===== src/core/srl_pkg.sv =====
// package: constants and types for the serial rom loader and its bus
package srl_pkg;
    // timing
    localparam int CLK_PERIOD_NS     = 100;
    localparam int ROM_CLK_PERIOD_NS = 800;
    localparam int QUARTER_CYCLES    =
        (ROM_CLK_PERIOD_NS + 4 * CLK_PERIOD_NS - 1) / (4 * CLK_PERIOD_NS);
    // widths
    localparam int WORD_W     = 16;
    localparam int WADDR_W    = 7;
    localparam int BADDR_W    = 8;
    localparam int IRQ_W      = 3;
    localparam int REGION_W   = 4;
    // two-wire control byte
    localparam logic [3:0] DEV_TYPE_CODE = 4'h0a;
    localparam logic [2:0] DEV_SELECT    = 3'h0;
    // rom image layout
    localparam logic [15:0] SIGNATURE      = 16'h1516;
    localparam logic [6:0]  SIG_WORD       = 7'h00;
    localparam logic [6:0]  REGION_WORD    = 7'h01;
    localparam int          REGION_LSB     = 1;
    localparam int          WP_BIT         = 8;
    localparam logic [3:0]  REGION_GROUP1  = 4'h0;
    localparam logic [3:0]  REGION_GROUP2  = 4'h1;
    localparam logic [3:0]  REGION_GROUP3  = 4'h3;
    localparam logic [3:0]  REGION_GROUP4  = 4'h7;
    localparam logic [3:0]  REGION_GROUP5  = 4'hf;
    localparam logic [6:0]  LAST_WORD_G1   = 7'h01;
    localparam logic [6:0]  LAST_WORD_G2   = 7'h09;
    localparam logic [6:0]  LAST_WORD_G3   = 7'h11;
    localparam logic [6:0]  LAST_WORD_G4   = 7'h13;
    localparam logic [6:0]  LAST_WORD_G5   = 7'h1f;
    // sequence steps
    localparam logic [2:0] RX_LO_STEP   = 3'h5;
    localparam logic [2:0] RX_LAST_STEP = 3'h6;
    // register offsets
    localparam logic [7:0] REG_CTRL       = 8'h00;
    localparam logic [7:0] REG_WDATA      = 8'h04;
    localparam logic [7:0] REG_RDATA      = 8'h08;
    localparam logic [7:0] REG_STATUS     = 8'h0c;
    localparam logic [7:0] REG_IRQ_STATUS = 8'h10;
    localparam logic [7:0] REG_IRQ_CLEAR  = 8'h14;
    localparam logic [7:0] REG_IRQ_ENABLE = 8'h18;
    // field positions
    localparam int CTRL_START_BIT = 0;
    localparam int CTRL_WRITE_BIT = 1;
    localparam int CTRL_ADDR_LSB  = 8;
    localparam int ST_CYCLE_BIT   = 0;
    localparam int ST_BUSY_BIT    = 1;
    localparam int ST_WP_BIT      = 2;
    localparam int ST_REGION_LSB  = 4;
    localparam int IRQ_USER_DONE  = 0;
    localparam int IRQ_LOAD_DONE  = 1;
    localparam int IRQ_NACK       = 2;
    // reset values
    localparam logic [2:0]  IRQ_ENABLE_RESET = 3'h0;
    localparam logic [15:0] WORD_RESET       = 16'h0000;

    typedef enum logic [6:0] {
        B_IDLE  = 7'h01,
        B_START = 7'h02,
        B_TX    = 7'h04,
        B_TACK  = 7'h08,
        B_RX    = 7'h10,
        B_RACK  = 7'h20,
        B_STOP  = 7'h40
    } srl_bit_t;

    typedef enum logic [3:0] {
        M_IDLE = 4'h1,
        M_SIG  = 4'h2,
        M_LOAD = 4'h4,
        M_USER = 4'h8
    } srl_mode_t;

    function automatic logic [7:0] srl_rev8(input logic [7:0] b);
        logic [7:0] r;
        r = 8'h00;
        for (int i = 0; i < 8; i++) begin
            r[i] = b[7-i];
        end
        return r;
    endfunction : srl_rev8
endpackage : srl_pkg


===== src/core/srl_autoload.sv =====
// module: serial rom boot loader, auto-mode sequencer and apb registers
`timescale 1ns/1ns
module srl_autoload #(
    parameter int QUARTER = srl_pkg::QUARTER_CYCLES
) (
    // clock and reset
    input  wire logic                          pclk,
    input  wire logic                          presetn,
    // apb slave
    input  wire logic                          psel,
    input  wire logic                          penable,
    input  wire logic                          pwrite,
    input  wire logic [7:0]                    paddr,
    input  wire logic [31:0]                   pwdata,
    output logic                               pready,
    output logic                               pslverr,
    output logic [31:0]                        prdata,
    // bridge pins
    input  wire logic                          primary_reset_in_n,
    input  wire logic                          serial_rom_enable_n,
    output logic                               serial_rom_clock,
    input  wire logic                          serial_rom_data_in,
    output logic                               serial_rom_data_out,
    output logic                               serial_rom_data_oe_n,
    // configuration register load port
    output logic                               cfg_wr_strobe,
    output logic [srl_pkg::BADDR_W-1:0]        cfg_wr_rom_addr,
    output logic [srl_pkg::WORD_W-1:0]         cfg_wr_data,
    output logic                               isa_enable_write_protect,
    // status and interrupt
    output logic                               autoload_busy,
    output logic                               irq
);
    import srl_pkg::*;

    localparam int QW = $clog2(QUARTER + 1);

    // synchronisers
    logic              prst_meta;
    logic              prst_sync;
    logic              prst_seen;
    logic              en_meta;
    logic              en_sync;
    logic              sda_meta;
    logic              sda_sync;
    // bit engine
    logic [QW-1:0]     qcnt;
    srl_bit_t          bstate;
    logic [1:0]        phase;
    logic [2:0]        bitcnt;
    logic [2:0]        step;
    logic [7:0]        shift;
    logic [7:0]        rx_lo;
    logic [7:0]        rx_hi;
    logic              got_nack;
    // loader
    srl_mode_t         mode;
    logic [6:0]        job_word;
    logic              job_write;
    logic [15:0]       job_wdata;
    logic [3:0]        region_code;
    // registers
    logic              ctrl_write;
    logic [6:0]        ctrl_addr;
    logic [15:0]       wdata_reg;
    logic [15:0]       rdata_reg;
    logic [IRQ_W-1:0]  irq_status;
    logic [IRQ_W-1:0]  irq_enable;

    function automatic srl_bit_t op_state(input logic [2:0] s,
                                          input logic       wr);
        srl_bit_t r;
        r = B_STOP;
        if (wr) begin
            if (s == 3'h0) begin
                r = B_START;
            end else if (s <= 3'h4) begin
                r = B_TX;
            end
        end else begin
            unique case (s)
                3'h0, 3'h3: r = B_START;
                3'h1, 3'h2, 3'h4: r = B_TX;
                3'h5, 3'h6: r = B_RX;
                default: r = B_STOP;
            endcase
        end
        return r;
    endfunction : op_state

    function automatic logic [6:0] last_of(input logic [3:0] code);
        logic [6:0] r;
        unique case (code)
            REGION_GROUP2: r = LAST_WORD_G2;
            REGION_GROUP3: r = LAST_WORD_G3;
            REGION_GROUP4: r = LAST_WORD_G4;
            REGION_GROUP5: r = LAST_WORD_G5;
            // undefined codes load nothing beyond the header
            default:       r = LAST_WORD_G1;
        endcase
        return r;
    endfunction : last_of

    // pin inputs pass two flops before use
    always_ff @(posedge pclk or negedge presetn) begin
        if (!presetn) begin
            prst_meta <= 1'b0;
            prst_sync <= 1'b0;
            prst_seen <= 1'b0;
            en_meta   <= 1'b1;
            en_sync   <= 1'b1;
            sda_meta  <= 1'b1;
            sda_sync  <= 1'b1;
        end else begin
            prst_meta <= primary_reset_in_n;
            prst_sync <= prst_meta;
            prst_seen <= prst_sync;
            en_meta   <= serial_rom_enable_n;
            en_sync   <= en_meta;
            sda_meta  <= serial_rom_data_in;
            sda_sync  <= sda_meta;
        end
    end

    // quarter-bit ticks for the divided rom clock
    wire tick = (qcnt == QW'(QUARTER - 1));

    always_ff @(posedge pclk or negedge presetn) begin
        if (!presetn) begin
            qcnt <= '0;
        end else begin
            qcnt <= tick ? '0 : qcnt + QW'(1);
        end
    end

    // decode of engine events
    wire       ph_end   = tick & (phase == 2'd3);
    wire       eng_done = ph_end & (bstate == B_STOP) & prst_sync;
    wire [2:0] step_nx  = step + 3'd1;
    wire [15:0] rom_word = {rx_hi, rx_lo};
    wire [7:0] dev_wr = {DEV_TYPE_CODE, DEV_SELECT, 1'b0};
    wire [7:0] dev_rd = {DEV_TYPE_CODE, DEV_SELECT, 1'b1};
    // word address doubled into byte address
    wire [7:0] byte_addr = {job_word, 1'b0};
    // data bytes go out lsb first
    wire [7:0] tx_lo = srl_rev8(job_wdata[7:0]);
    wire [7:0] tx_hi = srl_rev8(job_wdata[15:8]);
    wire [7:0] next_tx =
        (step_nx == 3'h1) ? dev_wr :
        (step_nx == 3'h2) ? byte_addr :
        (step_nx == 3'h3) ? tx_lo :
        (step_nx == 3'h4) ? (job_write ? tx_hi : dev_rd) : 8'h00;

    // loader decisions
    wire sig_done  = eng_done & (mode == M_SIG);
    wire load_fin  = eng_done & (mode == M_LOAD);
    wire user_done = eng_done & (mode == M_USER);
    // boot read on primary reset release
    wire prst_rise = prst_sync & ~prst_seen;
    wire boot_go   = prst_rise & ~en_sync;
    // disabled rom ends busy at once
    wire boot_skip = prst_rise & en_sync;
    wire sig_ok    = sig_done & ~got_nack & (rom_word == SIGNATURE);
    wire [3:0] region_now = (job_word == REGION_WORD) ?
        rom_word[REGION_LSB +: REGION_W] : region_code;
    wire [6:0] stop_word  = last_of(region_now);
    wire load_more = load_fin & ~got_nack & (job_word != stop_word);
    wire load_end  = load_fin & ~load_more;
    wire cfg_fire  = load_fin & ~got_nack & (job_word > REGION_WORD);

    // apb decode
    wire sel_ctrl   = (paddr == REG_CTRL);
    wire sel_wdata  = (paddr == REG_WDATA);
    wire sel_rdata  = (paddr == REG_RDATA);
    wire sel_status = (paddr == REG_STATUS);
    wire sel_ist    = (paddr == REG_IRQ_STATUS);
    wire sel_iclr   = (paddr == REG_IRQ_CLEAR);
    wire sel_ien    = (paddr == REG_IRQ_ENABLE);
    wire mapped     = sel_ctrl | sel_wdata | sel_rdata | sel_status |
                      sel_ist | sel_iclr | sel_ien;
    wire bad_access = ~mapped | (autoload_busy & ~sel_status);
    wire setup      = psel & ~penable;
    wire wr_ok      = psel & penable & pready & pwrite & ~pslverr;
    wire cycle_busy = (mode == M_USER);
    // start ignored while a cycle runs
    wire user_start = wr_ok & sel_ctrl & pwdata[CTRL_START_BIT] &
                      (mode == M_IDLE) & ~autoload_busy & ~en_sync;
    wire eng_go     = boot_go | sig_ok | load_more | user_start;

    wire [31:0] status_word =
        (32'(cycle_busy) << ST_CYCLE_BIT) |
        (32'(autoload_busy) << ST_BUSY_BIT) |
        (32'(isa_enable_write_protect) << ST_WP_BIT) |
        (32'(region_code) << ST_REGION_LSB);
    wire [31:0] rd_word =
        sel_ctrl   ? ((32'(ctrl_addr) << CTRL_ADDR_LSB) |
                      (32'(ctrl_write) << CTRL_WRITE_BIT)) :
        sel_wdata  ? 32'(wdata_reg) :
        sel_rdata  ? 32'(rdata_reg) :
        sel_status ? status_word :
        sel_ist    ? 32'(irq_status) :
        sel_ien    ? 32'(irq_enable) : 32'h0000_0000;

    wire [IRQ_W-1:0] irq_set =
        (IRQ_W'(user_done) << IRQ_USER_DONE) |
        (IRQ_W'(load_end | (sig_done & ~sig_ok)) << IRQ_LOAD_DONE) |
        (IRQ_W'(eng_done & got_nack) << IRQ_NACK);
    wire [IRQ_W-1:0] irq_clr =
        (wr_ok & sel_iclr) ? pwdata[IRQ_W-1:0] : '0;

    // clock and open-drain data from engine phase
    wire next_scl = (bstate == B_IDLE) |
        ((bstate == B_STOP) ? (phase != 2'd0) :
                              (phase == 2'd1 || phase == 2'd2));
    // start and stop edges while clock high
    wire next_sda_rel =
        (bstate == B_START) ? (phase < 2'd2) :
        (bstate == B_STOP)  ? (phase >= 2'd2) :
        (bstate == B_TX)    ? shift[7] :
        (bstate == B_RACK)  ? (step == RX_LAST_STEP) : 1'b1;

    always_ff @(posedge pclk or negedge presetn) begin
        if (!presetn) begin
            bstate   <= B_IDLE;
            phase    <= 2'd0;
            bitcnt   <= 3'd0;
            step     <= 3'd0;
            shift    <= 8'h00;
            rx_lo    <= 8'h00;
            rx_hi    <= 8'h00;
            got_nack <= 1'b0;
        end else if (eng_go) begin
            bstate   <= B_START;
            phase    <= 2'd0;
            step     <= 3'd0;
            got_nack <= 1'b0;
        end else if (tick && bstate != B_IDLE) begin
            phase <= phase + 2'd1;
            unique case (bstate)
                B_IDLE: begin
                end
                B_TX, B_RX: begin
                    if (bstate == B_RX && phase == 2'd2) begin
                        shift <= {shift[6:0], sda_sync};
                    end
                    if (phase == 2'd3) begin
                        if (bstate == B_TX) begin
                            shift <= {shift[6:0], 1'b0};
                        end
                        bitcnt <= bitcnt + 3'd1;
                        if (bitcnt == 3'd7) begin
                            bstate <= (bstate == B_TX) ? B_TACK : B_RACK;
                        end
                    end
                end
                B_STOP: begin
                    if (phase == 2'd3) begin
                        bstate <= B_IDLE;
                    end
                end
                B_START, B_TACK, B_RACK: begin
                    if (bstate == B_TACK && phase == 2'd2 && sda_sync) begin
                        got_nack <= 1'b1;
                    end
                    if (phase == 2'd3) begin
                        // low byte first, reversed data bits
                        if (bstate == B_RACK && step == RX_LO_STEP) begin
                            rx_lo <= srl_rev8(shift);
                        end else if (bstate == B_RACK) begin
                            rx_hi <= srl_rev8(shift);
                        end
                        bitcnt <= 3'd0;
                        step   <= step_nx;
                        shift  <= next_tx;
                        bstate <= (bstate == B_TACK && got_nack) ?
                                  B_STOP : op_state(step_nx, job_write);
                    end
                end
            endcase
        end
    end

    // sequencer for boot load and auto mode
    always_ff @(posedge pclk or negedge presetn) begin
        if (!presetn) begin
            mode        <= M_IDLE;
            job_word    <= SIG_WORD;
            job_write   <= 1'b0;
            job_wdata   <= WORD_RESET;
            region_code <= REGION_GROUP1;
            rdata_reg   <= WORD_RESET;
            isa_enable_write_protect <= 1'b0;
            // busy until the boot decision is made
            autoload_busy <= 1'b1;
        end else if (!prst_sync) begin
            mode          <= M_IDLE;
            autoload_busy <= 1'b1;
        end else if (boot_go) begin
            mode      <= M_SIG;
            job_word  <= SIG_WORD;
            job_write <= 1'b0;
        end else if (boot_skip || (sig_done && !sig_ok)) begin
            mode          <= M_IDLE;
            autoload_busy <= 1'b0;
        end else if (sig_ok) begin
            mode     <= M_LOAD;
            job_word <= REGION_WORD;
        end else if (load_fin) begin
            if (job_word == REGION_WORD && !got_nack) begin
                region_code <= region_now;
                isa_enable_write_protect <= rom_word[WP_BIT];
            end
            if (load_more) begin
                job_word <= job_word + 7'd1;
            end else begin
                // busy clears at end of load
                mode          <= M_IDLE;
                autoload_busy <= 1'b0;
            end
        end else if (user_done) begin
            mode <= M_IDLE;
            if (!job_write && !got_nack) begin
                rdata_reg <= rom_word;
            end
        end else if (user_start) begin
            mode      <= M_USER;
            job_word  <= pwdata[CTRL_ADDR_LSB +: WADDR_W];
            job_write <= pwdata[CTRL_WRITE_BIT];
            job_wdata <= wdata_reg;
        end
    end

    // loaded word to its configuration register
    always_ff @(posedge pclk or negedge presetn) begin
        if (!presetn) begin
            cfg_wr_strobe   <= 1'b0;
            cfg_wr_rom_addr <= 8'h00;
            cfg_wr_data     <= WORD_RESET;
        end else begin
            cfg_wr_strobe <= cfg_fire;
            if (cfg_fire) begin
                cfg_wr_rom_addr <= byte_addr;
                cfg_wr_data     <= rom_word;
            end
        end
    end

    // pin outputs, data low only when driven
    always_ff @(posedge pclk or negedge presetn) begin
        if (!presetn) begin
            serial_rom_clock     <= 1'b1;
            serial_rom_data_out  <= 1'b0;
            serial_rom_data_oe_n <= 1'b1;
        end else begin
            serial_rom_clock     <= next_scl;
            serial_rom_data_out  <= 1'b0;
            serial_rom_data_oe_n <= next_sda_rel;
        end
    end

    // apb: answer one cycle after setup, data held in flops
    always_ff @(posedge pclk or negedge presetn) begin
        if (!presetn) begin
            pready     <= 1'b0;
            pslverr    <= 1'b0;
            prdata     <= 32'h0000_0000;
            ctrl_write <= 1'b0;
            ctrl_addr  <= 7'h00;
            wdata_reg  <= WORD_RESET;
            irq_enable <= IRQ_ENABLE_RESET;
        end else begin
            pready  <= setup;
            pslverr <= setup & bad_access;
            prdata  <= (setup && !pwrite && !bad_access) ? rd_word : 32'h0;
            if (wr_ok && sel_ctrl) begin
                ctrl_write <= pwdata[CTRL_WRITE_BIT];
                ctrl_addr  <= pwdata[CTRL_ADDR_LSB +: WADDR_W];
            end
            if (wr_ok && sel_wdata) begin
                wdata_reg <= pwdata[15:0];
            end
            if (wr_ok && sel_ien) begin
                irq_enable <= pwdata[IRQ_W-1:0];
            end
        end
    end

    // sticky events: a set in the clear cycle wins
    always_ff @(posedge pclk or negedge presetn) begin
        if (!presetn) begin
            irq_status <= '0;
            irq        <= 1'b0;
        end else begin
            irq_status <= (irq_status & ~irq_clr) | irq_set;
            irq        <= |(irq_status & irq_enable);
        end
    end
endmodule : srl_autoload


===== config.mk =====
export PLATFORM = sky130hd
export DESIGN_NAME = srl_autoload
export DESIGN_NICKNAME = d
export VERILOG_FILES = /design/src/core/srl_pkg.sv /design/src/core/srl_autoload.sv
export SDC_FILE = /design/constraint.sdc
export NUM_CORES = 1
export LEC_CHECK = 0
export ABC_AREA = 1
export BUFFER_PORTS_ARGS = -buffer_cell sky130_fd_sc_hd__buf_2
export CAP_MARGIN = 20
export CORE_ASPECT_RATIO = 1.1
export CORE_MARGIN = 5
export CORE_UTILIZATION = 30
export CTS_CLUSTER_SIZE = 20
export DETAILED_ROUTE_END_ITERATION = 10
export SLEW_MARGIN = 40
export SYNTH_ARGS = -nofsm -noshare
export SYNTH_HDL_FRONTEND = slang
export SYNTH_SLANG_ARGS = --single-unit
export TNS_END_PERCENT = 10

===== constraint.sdc =====
create_clock -name pclk -period 3 [get_ports pclk]
set_input_delay 0.45 -clock pclk [delete_from_list [all_inputs] [get_ports pclk]]
set_output_delay 0.45 -clock pclk [all_outputs]
set_load 0.02 [all_outputs]

==> qor.yml <==
crit_top_cell: "nand4_1"
p_seq_share_pct: 41.2
required_ns: 3.34
place_hpwl_um: 18100
dr.pass1.iters: 5
dieHeight_um: 188
synthAdderAreaFrac_pct: 2.17
post-route-period-util_pct: 89.0
path_class: "flip-flop to flip-flop"
p_leak_nw: 5.02
swShare_pct: 32.5
crit_fanout: 10
synth_top_family_by_area: "simple AND/OR/NAND/NOR gates"
rrSetupSlack_ns: 0.33
grt_pass1_vias: 7081
grt_use_total_pct: 15.0
hold_path.class: "input port to asynchronous set/reset pin"
netlist.area_leader.share_pct: 47.7
via_per_inst: 4.78
status: "completed"
final_common_cell: "nand2_1"
synth_area_leaders: "dfrtp_1, nand2_1, o21ai_0"
n_fill_cell: 2906
path_delay_family: "simple AND/OR/NAND/NOR gates"
core_region_area_um2: 28500
drt_drc_violations_left: 0
async_reset_ff_share_pct: 100
die_width_um: 172
hold_viol_final: 0
final-instance-count-excl-fill: 1529
max-cap-violations: 0
syn-cell-area_um2: 8650
n_antenna_cell: 0
cts-htree-levels: 4
setup.worst_path.end_class: "flip-flop"
final_nets: 1211
slew_viol_final: 0
path_buf_inv: 1
p_per_area_nw_per_um2: 640
syn_inst: 1055
crit_chain: "inv_1 > nand4_1 > nor3_1 > nand4_1 > nand2_1 > o21ai_0 > nor2_1 > nand4_1 > o21ai_0"
clkPwrFrac_pct: 36.5
pin_count: 113
tightest_slew_ns: 0.627
worstReg2RegEnd: "region_code[1]"
timing.rr.start: "got_nack"
hold_buffers: 0
numCtsBuffers: 17
cts_setup_buffers: 0
finalInstanceArea_um2: 10200
total_power_mw: 6.50
combPwrFrac_pct: 22.3
ys_seq_area_share_pct: 50.4
antenna_found_initial: 0
endpoint: "region_code[1]"
arrival_ns: 3.01
grt_pass1_wl_um: 38300
numPortBuffers: 78
grt_max_degree: 68
via_count: 7305
synthMuxAreaShare_pct: 0.260
vdd_drop_max_v: 0.000391
first_iter_violations: 652
period_needed_ns: 2.67
worst_path_max_delay_cell: "dfrtp_1"
worst_path_largest_cell_delay_ns: 0.42
power.switching_mw: 2.11
area_growth_pct: 17.3
cts_buffer_depth: 2
grt_overflow: 0
place_area_um2: 9530
start_util_pct: 30.3
synth_xor_area_share_pct: 0.810
cts_sinks: 174
die-area_um2: 32300
rsz0062_at_grt: "false"
yosysUniqueCellTypes: 49
cp-startpoint: "got_nack"
clk_pin_slew_ns: 0.06
yosysTopAreaCell: "dfrtp_1"
cts_root_buf: "clkbuf_16"
ctsResizeCount: 0
ant_nets: 0
synth_edf_count: 0
p_int_mw: 4.39
hold_ws_ns: 0.0168
synth-compound-area-share_pct: 12.7
wl_per_cell_um: 15.8
cts_tree: "yes"
layout_common_cells: "nand2_1, dfrtp_1, inv_1"
final-setup-viol-count: 0
rr_worst_depth: 9
finClkSkew_ns: 0.0106
syn_area_per_cell_um2: 8.20
drive_gt1_share_pct: 15.2
synth_seq_cells: 174
fin_setup_tns_ns: 0
relSlewSlack_pct: 58.2
rows: 65
critPathLaunchType: "flip-flop"
gp_congestion: 0.880
synth_ff_type: "dfrtp_1"
wl_um: 24200
placed_cells: 1497
worstSkewPairLatency_ns: 0.44
max_freq_mhz: 374
synth_warnings: 0
yosys.area_share.simple_pct: 24.7
critical_path_depth: 9
-- final cells by class --
| class | instances | area (um^2) | share of cell area, % |
|---|---|---|---|
| multi-input cells | 721 | 3580 | 35.2 |
| repair buffers | 105 | 637 | 6.27 |
| clock buffers | 19 | 443 | 4.36 |
| clock inverters | 13 | 185 | 1.82 |
| inverters | 129 | 484 | 4.77 |
| well taps | 368 | 460 | 4.53 |
| flip-flops and latches | 174 | 4370 | 43.0 |
-- routing by layer --
| metal | track usage (%) | up-vias | part of all wire (%) |
|---|---|---|---|
| li1 | - | 3616 | - |
| met1 | 19.7 | 3470 | 44 |
| met2 | 24.5 | 179 | 48 |
| met3 | 2.55 | 40 | 4.6 |
| met4 | 6.20 | 0 | 3.3 |
| met5 | 0 | - | 0 |
-- cells in the mapped netlist, types with 2 or more instances --
cell / count
o21ai_0: 103
inv_1: 121
o211ai_1: 7
nand2_1: 254
a211oi_1: 6
a21oi_1: 32
inv_2: 8
buf_4: 20
nor3_2: 3
o22ai_1: 2
dfstp_2: 9
o31ai_1: 3
o32ai_1: 4
mux2_2: 2
a31oi_1: 5
or2_1: 2
xor2_1: 7
nand2_4: 2
nor2_4: 3
buf_6: 4
o21ai_1: 14
a221oi_1: 6
nor3_1: 18
nor2_1: 97
buf_2: 3
nand4_1: 31
a22oi_1: 2
dfrtp_1: 165
nand3_2: 2
nand3_1: 56
clkbuf_1: 21
nand2_2: 6
nor4_1: 7
ha_1: 15
-- logic make-up (layout without fill, tap and decap cells) --
group           after synthesis  after routing
simple gates                486            486
compound gates              192            192
buf+inv                     177            266
flops                       174            174
fa+ha+maj                    15             15
xor+xnor                      8              8
mux                           2              2
other cells                   1             18
-- worst min-delay path by stage --
stage | end | startpoint | cells after the start | slack [ns]
after global placement | prst_sync | prst_meta | 0 | 0.34
after global routing | cfg_wr_data[5] | presetn | 1 | 0.06
after detailed placement | prst_sync | prst_meta | 0 | 0.34
after floorplan | bitcnt[0] | presetn | 0 | 0.15
after CTS | rdata_reg[14] | presetn | 1 | 0.04
final | rdata_reg[6] | presetn | 1 | 0.02
-- power groups by stage --
stage / Clock [mW] / Sequential [mW] / Combinational [mW]
2_1_floorplan: 0 / 2.69 / 0.964
3_3_place_gp: 0 / 2.71 / 1.42
3_5_place_dp: 0 / 2.72 / 1.44
4_1_cts: 2.43 / 2.68 / 1.45
5_1_grt: 2.51 / 2.70 / 1.63
6_report: 2.37 / 2.68 / 1.45
-- stage by stage --
| step | util (%) | setup slack (ns) |
|---|---|---|
| floorplan | - | 0.773 |
| global placement | 33.4 | 0.412 |
| detailed placement | 33.4 | 0.306 |
| CTS | 35.6 | 0.272 |
| global route | 35.6 | 0.0473 |
| finish | 35.6 | 0.329 |
-- worst reg2reg max path: cells and delay by family (launching register included) --
kind	cells	cell delay, ns
buf+inv	1	0.27
simple gates	6	1.44
flops	1	0.42
compound gates	2	0.46
(Power assumes the default switching activity.)
